### config.mk
export PLATFORM = sky130hd
export DESIGN_NAME = adctsc_top
export DESIGN_NICKNAME = d
export VERILOG_FILES = /design/src/adctsc_pkg.sv /design/src/adctsc_top.sv
export SDC_FILE = /design/constraint.sdc
export NUM_CORES = 1
export LEC_CHECK = 0
export BUFFER_PORTS_ARGS = -buffer_cell sky130_fd_sc_hd__buf_4
export CELL_PAD_IN_SITES_DETAIL_PLACEMENT = 0
export CELL_PAD_IN_SITES_GLOBAL_PLACEMENT = 2
export CORE_UTILIZATION = 29
export DETAILED_ROUTE_END_ITERATION = 7
export GPL_TIMING_DRIVEN = 0
export PLACE_DENSITY = 0.78
export REMOVE_ABC_BUFFERS = 1
export SETUP_SLACK_MARGIN = 0.5
export SYNTH_ARGS = -nofsm -noshare
export SYNTH_HDL_FRONTEND = slang
export SYNTH_SLANG_ARGS = --single-unit
### constraint.sdc
create_clock -name clk_sys -period 2.2 [get_ports clk_sys]
set_input_delay 0.11 -clock clk_sys [delete_from_list [all_inputs] [get_ports clk_sys]]
set_output_delay 0.11 -clock clk_sys [all_outputs]
set_load 0.02 [all_outputs]
### src/adctsc_pkg.sv
// Purpose: constants and types for the converter trigger/start control
// Assumes: apb with 32-bit data, 8-bit registers in the low bits
// Notes: offsets are word aligned byte addresses
package adctsc_pkg;
   // ***************************************
   // register map
   // ***************************************
   localparam logic [7:0] ADR_IRQ_FLAGS = 8'h00;
   localparam logic [7:0] ADR_IRQ_ENABLES = 8'h04;
   localparam logic [7:0] ADR_IRQ_PRIORITY = 8'h08;
   localparam logic [7:0] ADR_RESULT_HIGH = 8'h0C;
   localparam logic [7:0] ADR_RESULT_LOW = 8'h10;
   localparam logic [7:0] ADR_CONTROL_MAIN = 8'h14;
   localparam logic [7:0] ADR_REF_PINS = 8'h18;
   localparam logic [7:0] ADR_FORMAT_CLOCK = 8'h1C;
   localparam logic [7:0] ADR_COMPARE_CTRL = 8'h20;
   // ***************************************
   // fields and reset values
   // ***************************************
   localparam int BIT_DONE_FLAG = 6;
   localparam int BIT_CONV_ON = 0;
   localparam int BIT_GO = 1;
   localparam int BIT_FORMAT_RIGHT = 7;
   localparam logic [7:0] RST_IRQ_PRIORITY = 8'h7F;
   localparam logic [7:0] RST_ZERO = 8'h00;
   localparam logic [3:0] COMPARE_MODE_TRIGGER = 4'hB;
   localparam logic [7:0] CTRL_MAIN_MASK = 8'h3F;
   localparam logic [7:0] REF_PINS_MASK = 8'h3F;
   localparam logic [7:0] FORMAT_CLOCK_MASK = 8'h87;
   // ***************************************
   // timing
   // ***************************************
   localparam int CONV_PERIODS = 12;
   localparam int ABORT_WAIT_PERIODS = 2;
   localparam int RC_DIVIDE = 64;
   localparam int BITS = 10;

   typedef enum logic [1:0] {
      ADCTSC_IDLE = 2'b00,
      ADCTSC_CONV = 2'b01,
      ADCTSC_WAIT = 2'b11
   } adctsc_state_t;

   typedef struct packed {
      logic psel;
      logic penable;
      logic pwrite;
      logic [7:0] paddr;
      logic [31:0] pwdata;
   } adctsc_apb_req_t;
endpackage

### src/adctsc_top.sv
// Purpose: start/trigger control, result and flags of a 10-bit converter
// Assumes: sample data arrives from the analog core on the same clock
// Notes: bit period derived from clk_sys by the programmed divider
//
// Implementation choices: the address map and the APB slave port.
`timescale 1ns/1ps
`default_nettype none
// Operation
// - trigger accepted only with compare mode 1011
// - trigger while enabled sets go flag
// - every trigger in compare mode 1011 clears the serving timer
// - disabled converter ignores trigger, timer still cleared
// - conversion lasts twelve bit periods
// - go clear aborts, result unchanged
// - after abort wait two periods, reacquire
module adctsc_top
   import adctsc_pkg::*;
(
   input wire logic clk_sys,
   input wire logic rst,
   input wire adctsc_apb_req_t apb_req,
   output logic [31:0] prdata,
   output logic pready,
   output logic pslverr,
   input wire logic special_event,
   input wire logic [BITS-1:0] sample_value,
   output logic timer_clear,
   output logic acquire_on,
   output logic [3:0] channel_select,
   output logic converting,
   output logic conversion_done_flag
);
   // ***************************************
   // registers
   // ***************************************
   logic [7:0] irq_flags_ff, irq_enables_ff, irq_priority_ff;
   logic [7:0] result_high_ff, result_low_ff;
   logic [7:0] ctrl_main_ff, ref_pins_ff, format_clock_ff, compare_ctrl_ff;
   logic [31:0] prdata_ff;
   logic pready_ff, pslverr_ff, timer_clear_ff, acquire_ff, converting_ff;
   adctsc_state_t state_ff;
   logic [6:0] div_cnt_ff;
   logic [3:0] period_cnt_ff;
   logic event_s1_ff, event_s2_ff, event_s3_ff;

   wire logic wr_acc = apb_req.psel & apb_req.penable & apb_req.pwrite & ~pready_ff;
   wire logic rd_acc = apb_req.psel & apb_req.penable & ~apb_req.pwrite & ~pready_ff;
   wire logic [7:0] wdat = apb_req.pwdata[7:0];
   wire logic trig = event_s2_ff & ~event_s3_ff;
   wire logic mode_ok = compare_ctrl_ff[3:0] == COMPARE_MODE_TRIGGER;
   wire logic trig_go = trig & mode_ok & ctrl_main_ff[BIT_CONV_ON];
   wire logic sw_go_clear = wr_acc & (apb_req.paddr == ADR_CONTROL_MAIN) & ~wdat[BIT_GO];

   function automatic logic [6:0] div_limit(input logic [2:0] sel);
      case (sel)
         3'b000: div_limit = 7'd1;
         3'b100: div_limit = 7'd3;
         3'b001: div_limit = 7'd7;
         3'b101: div_limit = 7'd15;
         3'b010: div_limit = 7'd31;
         3'b110: div_limit = 7'd63;
         default: div_limit = 7'(RC_DIVIDE - 1); // rc source modelled as fixed divide
      endcase
   endfunction

   wire logic tick = div_cnt_ff >= div_limit(format_clock_ff[2:0]);
   wire logic last_period = tick & (period_cnt_ff == 4'(CONV_PERIODS - 1));
   wire logic done = (state_ff == ADCTSC_CONV) & last_period & ctrl_main_ff[BIT_GO];
   wire logic abort = (state_ff == ADCTSC_CONV) & ~(ctrl_main_ff[BIT_GO] & ctrl_main_ff[BIT_CONV_ON]);
   wire logic [15:0] result_word = format_clock_ff[BIT_FORMAT_RIGHT] ?
      {6'h00, sample_value} : {sample_value, 6'h00};

   // ***************************************
   // trigger input synchroniser
   // ***************************************
   always_ff @(posedge clk_sys)
   begin
      if (rst)
      begin
         event_s1_ff <= 1'b0;
         event_s2_ff <= 1'b0;
         event_s3_ff <= 1'b0;
      end
      else
      begin
         event_s1_ff <= special_event;
         event_s2_ff <= event_s1_ff;
         event_s3_ff <= event_s2_ff;
      end
   end

   // timer cleared on every trigger in compare mode 1011, enabled or not
   always_ff @(posedge clk_sys)
   begin
      if (rst)
         timer_clear_ff <= 1'b0;
      else
         timer_clear_ff <= trig & mode_ok;
   end

   // ***************************************
   // conversion sequencer
   // ***************************************
   always_ff @(posedge clk_sys)
   begin
      if (rst)
      begin
         state_ff <= ADCTSC_IDLE;
         div_cnt_ff <= 7'h00;
         period_cnt_ff <= 4'h0;
      end
      else
      begin
         // divider restarts on abort, else the first wait period would be cut short
         div_cnt_ff <= (tick || state_ff == ADCTSC_IDLE || abort) ? 7'h00 : div_cnt_ff + 7'h01;
         case (state_ff)
            ADCTSC_IDLE:
            begin
               period_cnt_ff <= 4'h0;
               if (ctrl_main_ff[BIT_GO] && ctrl_main_ff[BIT_CONV_ON])
                  state_ff <= ADCTSC_CONV;
            end
            ADCTSC_CONV:
            begin
               if (!ctrl_main_ff[BIT_GO] || !ctrl_main_ff[BIT_CONV_ON])
               begin
                  state_ff <= ADCTSC_WAIT;
                  period_cnt_ff <= 4'h0;
               end
               else if (last_period)
                  state_ff <= ADCTSC_IDLE;
               else if (tick)
                  period_cnt_ff <= period_cnt_ff + 4'h1;
            end
            ADCTSC_WAIT:
            begin
               if (tick && period_cnt_ff == 4'(ABORT_WAIT_PERIODS - 1))
                  state_ff <= ADCTSC_IDLE;
               else if (tick)
                  period_cnt_ff <= period_cnt_ff + 4'h1;
            end
            default: state_ff <= ADCTSC_IDLE;
         endcase
      end
   end

   // sampling switch closed while the converter is on, idle and go is clear
   always_ff @(posedge clk_sys)
   begin
      if (rst)
      begin
         acquire_ff <= 1'b0;
         converting_ff <= 1'b0;
      end
      else
      begin
         acquire_ff <= ctrl_main_ff[BIT_CONV_ON] & (state_ff == ADCTSC_IDLE) & ~ctrl_main_ff[BIT_GO];
         converting_ff <= state_ff == ADCTSC_CONV;
      end
   end

   // ***************************************
   // control register; trigger set wins over software clear
   // ***************************************
   always_ff @(posedge clk_sys)
   begin
      if (rst)
         ctrl_main_ff <= RST_ZERO;
      else
      begin
         if (wr_acc && apb_req.paddr == ADR_CONTROL_MAIN)
            ctrl_main_ff <= wdat & CTRL_MAIN_MASK;
         if (done)
            ctrl_main_ff[BIT_GO] <= 1'b0;
         if (trig_go)
            ctrl_main_ff[BIT_GO] <= 1'b1;
      end
   end

   // result pair keeps old value on a go clear abort
   always_ff @(posedge clk_sys)
   begin
      if (rst)
      begin
         result_high_ff <= RST_ZERO;
         result_low_ff <= RST_ZERO;
      end
      else if (done && !sw_go_clear)
      begin
         result_high_ff <= result_word[15:8];
         result_low_ff <= result_word[7:0];
      end
      else if (wr_acc && apb_req.paddr == ADR_RESULT_HIGH)
         result_high_ff <= wdat;
      else if (wr_acc && apb_req.paddr == ADR_RESULT_LOW)
         result_low_ff <= wdat;
   end

   // ***************************************
   // flag, enable, priority and config registers
   // ***************************************
   always_ff @(posedge clk_sys)
   begin
      if (rst)
         irq_flags_ff <= RST_ZERO;
      else
      begin
         if (wr_acc && apb_req.paddr == ADR_IRQ_FLAGS)
            irq_flags_ff <= wdat;
         if (done && !sw_go_clear)
            irq_flags_ff[BIT_DONE_FLAG] <= 1'b1;
      end
   end

   always_ff @(posedge clk_sys)
   begin
      if (rst)
      begin
         irq_enables_ff <= RST_ZERO;
         irq_priority_ff <= RST_IRQ_PRIORITY;
         ref_pins_ff <= RST_ZERO;
         format_clock_ff <= RST_ZERO;
         compare_ctrl_ff <= RST_ZERO;
      end
      else if (wr_acc)
      begin
         case (apb_req.paddr)
            ADR_IRQ_ENABLES: irq_enables_ff <= wdat;
            ADR_IRQ_PRIORITY: irq_priority_ff <= wdat;
            ADR_REF_PINS: ref_pins_ff <= wdat & REF_PINS_MASK;
            ADR_FORMAT_CLOCK: format_clock_ff <= wdat & FORMAT_CLOCK_MASK;
            ADR_COMPARE_CTRL: compare_ctrl_ff <= wdat;
            default: ;
         endcase
      end
   end

   // ***************************************
   // apb slave: one wait state, unmapped addresses answer pslverr
   // ***************************************
   always_ff @(posedge clk_sys)
   begin
      if (rst)
      begin
         pready_ff <= 1'b0;
         pslverr_ff <= 1'b0;
         prdata_ff <= 32'h0000_0000;
      end
      else
      begin
         pready_ff <= apb_req.psel & apb_req.penable & ~pready_ff;
         pslverr_ff <= 1'b0;
         prdata_ff <= 32'h0000_0000;
         if (rd_acc || wr_acc)
         begin
            case (apb_req.paddr)
               ADR_IRQ_FLAGS: prdata_ff[7:0] <= irq_flags_ff;
               ADR_IRQ_ENABLES: prdata_ff[7:0] <= irq_enables_ff;
               ADR_IRQ_PRIORITY: prdata_ff[7:0] <= irq_priority_ff;
               ADR_RESULT_HIGH: prdata_ff[7:0] <= result_high_ff;
               ADR_RESULT_LOW: prdata_ff[7:0] <= result_low_ff;
               ADR_CONTROL_MAIN: prdata_ff[7:0] <= ctrl_main_ff;
               ADR_REF_PINS: prdata_ff[7:0] <= ref_pins_ff;
               ADR_FORMAT_CLOCK: prdata_ff[7:0] <= format_clock_ff;
               ADR_COMPARE_CTRL: prdata_ff[7:0] <= compare_ctrl_ff;
               default: pslverr_ff <= 1'b1;
            endcase
         end
      end
   end

   assign prdata = prdata_ff;
   assign pready = pready_ff;
   assign pslverr = pslverr_ff;
   assign timer_clear = timer_clear_ff;
   assign acquire_on = acquire_ff;
   assign channel_select = ctrl_main_ff[5:2];
   assign converting = converting_ff;
   assign conversion_done_flag = irq_flags_ff[BIT_DONE_FLAG];
endmodule
`default_nettype wire

==> impl_metrics.csv <==
group,metric,value,unit
power,power.density,595,nW/um2
synthesis,synth_top_family_by_area,"simple AND/OR/NAND/NOR gates",
synthesis,yosysWarnings,0,
cells_and_area,fillers,1577,
setup_path,critPathMaxStageDelay,0.37,ns
die,row_count,45,
drt,drt_iter0_markers,247,
setup_path,crit_type,"flop to flop",
synthesis,syn_area,4600,um2
global_route,grt_pass1_wl,21700,um
die,ios,98,
cts,clock-sinks,93,
cts,numCtsBuffers,9,
synthesis,postSynthRegisterBits,93,
setup_path,cp-start-kind,"flop",
synthesis,synth_fa_ha_area_share,2.18,%
sta,rsz0062_at_grt,"true",
synthesis,muxShareOfSynthArea,10.7,%
cts,htree_levels,3,
synthesis,seq_area_frac_synth,40.5,%
die,die_w,128,um
drt,via_count,4045,
die,die_area,16400,um2
power,peakVddDrop,0.405,mV
drt,wire_per_inst,17.2,um
global_route,grt_max_degree,74,
power,clkPwrFrac,45.4,%
sta,fin_crit_sh,95.9,%
cells_and_area,antennaDiodeCount,0,
synthesis,synth-async-reset-ratio,0,%
sta,relSlewSlack,42.3,%
global_route,grt_pass1_vias,3925,
synthesis,synth.area.top_cells,"dfxtp_1 40%, mux2i_1 6.7%, nand2_1 5.5%",
synthesis,synth_xor_area_share,1.33,%
synthesis,avgSynthCellArea,8.62,um2
cts,clk_pin_slew,0.07,ns
power,p_int,2.69,mW
placement,io_buffers,49,
die,core,15300,um2
cts,cts-root-buf,"clkbuf_16",
sta,final_hold_viol_count,0,
cells_and_area,fin_nets,649,
cells_and_area,drive_gt1_share,24.6,%
synthesis,synthSimpleGateAreaFrac,22.3,%
sta,tightest_slew,0.866,ns
setup_path,critPathArrivalTime,2.39,ns
sta,min_period,2.11,ns
cells_and_area,syn_to_final_growth,28.0,%
power,power_switching,819,uW
sta,setup_violations,0,
power,pwr-share-comb,6.5,%
setup_path,slowest_stage,"dfxtp_4",
setup_path,required,2.48,ns
placement,dp_hpwl,8720,um
power,switching_share,23.4,%
sta,clock_skew,0.00750,ns
global_route,antenna_found_initial,0,
setup_path,cpMostUsedCell,"buf_6",
synthesis,synth_edf_count,0,
setup_path,worstPathCellList,"o21ai_4, ha_4, buf_6, a211o_4, o2111ai_4, buf_8, buf_6, o21ai_2, a21oi_1",
drt,drtAntennaViolNets,0,
drt,dr.pass1.iters,4,
cts,clock_latency,0.35,ns
setup_path,crit_path_max_fanout,7,
run,max-cap-violations,0,
sta,maxSlewViolCount,0,
synthesis,synth_compound_area_share,15.2,%
synthesis,synth_cell_types,56,
drt,wirelength,13800,um
synthesis,syn_inst,534,
setup_path,endpoint_kind,"flop",
drt,via_per_inst,5.06,
synthesis,yosys-top-cells-count,"93 x dfxtp_1, 68 x nand2_1, 46 x a21oi_1, 46 x nor2_1, 31 x mux2i_1",
drt,drcViolationCount,0,
synthesis,synth_top_cell_area_share,40.5,%
sta,finalSetupTns,0,ns
cells_and_area,final-seq-area,1870,um2
placement,place.gp.congestion,0.808,
power,p_seq_share,48.1,%
global_route,grt_overflow,0,
synthesis,synth_top_cell_by_area,"dfxtp_1",
cts,cts_buffer_depth,2,
die,start_util,30.0,%
global_route,track_usage,17.5,%
sta,fmax,474,MHz
die,die-height,128,um
synthesis,yosysMostFrequentCell,"dfxtp_1",
sta,hold-worst-slack,0.0248,ns
cts,cts_tree,"done",
min_path,hp-class,"input pin to flop",
power,static-leakage-power,2.17,nW
outcome,outcome,"completed",
synthesis,synth_flop_cell,"dfxtp_1",
cells_and_area,multi_input_area,2790,um2
registers in the layout, summed over array words and instances, names as in the netlist, 2 cells and up:
register         count
period_cnt_ff        4
irq_enables_ff       8
result_high_ff       8
ctrl_main_ff         6
result_low_ff        8
state_ff             2
irq_priority_ff      8
prdata               8
div_cnt_ff           7
compare_ctrl_ff      8
ref_pins_ff          6
format_clock_ff      4
irq_flags_ff         8
placed cells by master, fill, tap and decap left out, types with 4 or more instances in the layout:
master	instances
a21oi_1	45
a211oi_2	4
nor2b_1	16
nand4_1	7
a221oi_1	5
dfxtp_1	89
mux2_1	12
mux2i_1	31
a22oi_1	6
conb_1	24
nand2_1	66
buf_6	6
nor3_1	7
nand3_1	14
o21ai_1	9
nor2_1	42
ha_1	5
clkbuf_16	9
nand4b_1	9
buf_4	68
xor2_1	4
nor3_4	4
a31oi_1	6
o21ai_0	7
a211o_1	7
repair_timing:
item / CTS / global route
endpoints found under the hold margin: 1 / 0
buffers inserted: 25 / 1
cloned: 1 / 0
resized for setup: 53 / 23
pin swaps: 31 / 16
setup endpoints to repair: 77 / 60
hold buffers: 1 / 0
metrics by stage:
step                total power [mW]  setup slack, ns  instance area (um2)  util [%]  cells
finish                          3.50           0.0896                 5890      38.5    800
global route                    3.63          0.00118                 5890      38.5    800
CTS                             3.53            0.119                 5780      37.7    799
detailed placement              1.93            -1.05                 4990      32.6    757
global placement                1.93            -2.20                 4970      32.5    755
floorplan                       1.80           -0.461                 4340         -    495
worst max-delay path, delay by kind of cell (launching register included):
kind / cells / cell delay [ns]
compound gates: 5 / 1.01
buf+inv: 3 / 0.42
flops: 1 / 0.37
fa+ha+maj: 1 / 0.22
routing by layer:
metal	track usage [%]	wire length, um	vias up
li1	-	-	1963
met5	0	0	-
met1	23.9	6680	1967
met2	27.2	6320	98
met3	3.21	552	17
met4	6.64	217	0
final timing paths:
path	to	slack [ns]	start	cells past startpoint
setup reg to reg	result_high_ff[6]	0.09	format_clock_ff[0]	9
hold reg to reg	event_s2_ff	0.45	event_s1_ff	1
setup / recovery	result_high_ff[6]	0.09	format_clock_ff[0]	9
hold / removal	irq_priority_ff[6]	0.02	apb_req[6]	2
area by class of cell:
class	count	share of cell area, %
multi-input combinational	399	47.4
sequential	93	31.8
timing repair buffer	78	10.9
tap	211	4.48
clock buffer	11	4.29
clock inverter	4	0.807
inverter	4	0.255
power groups by stage:
stage	Combinational [mW]	Clock, mW	Sequential, mW
after floorplan	0.0755	0	1.73
after global placement	0.202	0	1.73
after detailed placement	0.204	0	1.73
after CTS	0.219	1.63	1.68
after global routing	0.241	1.70	1.68
final	0.227	1.59	1.68
logic make-up (layout without fill, tap and decap cells):
kind of cell,count (synthesis),in the layout
multiplexers,46,46
buffers and inverters,66,97
XOR/XNOR,7,7
AO/OA/AOI/OAI,112,113
AND/OR/NAND/NOR,201,201
adder cells (fa/ha/maj),8,8
other,1,24
flip-flops,93,93
No activity file was read; power rests on OpenSTA's default activity.
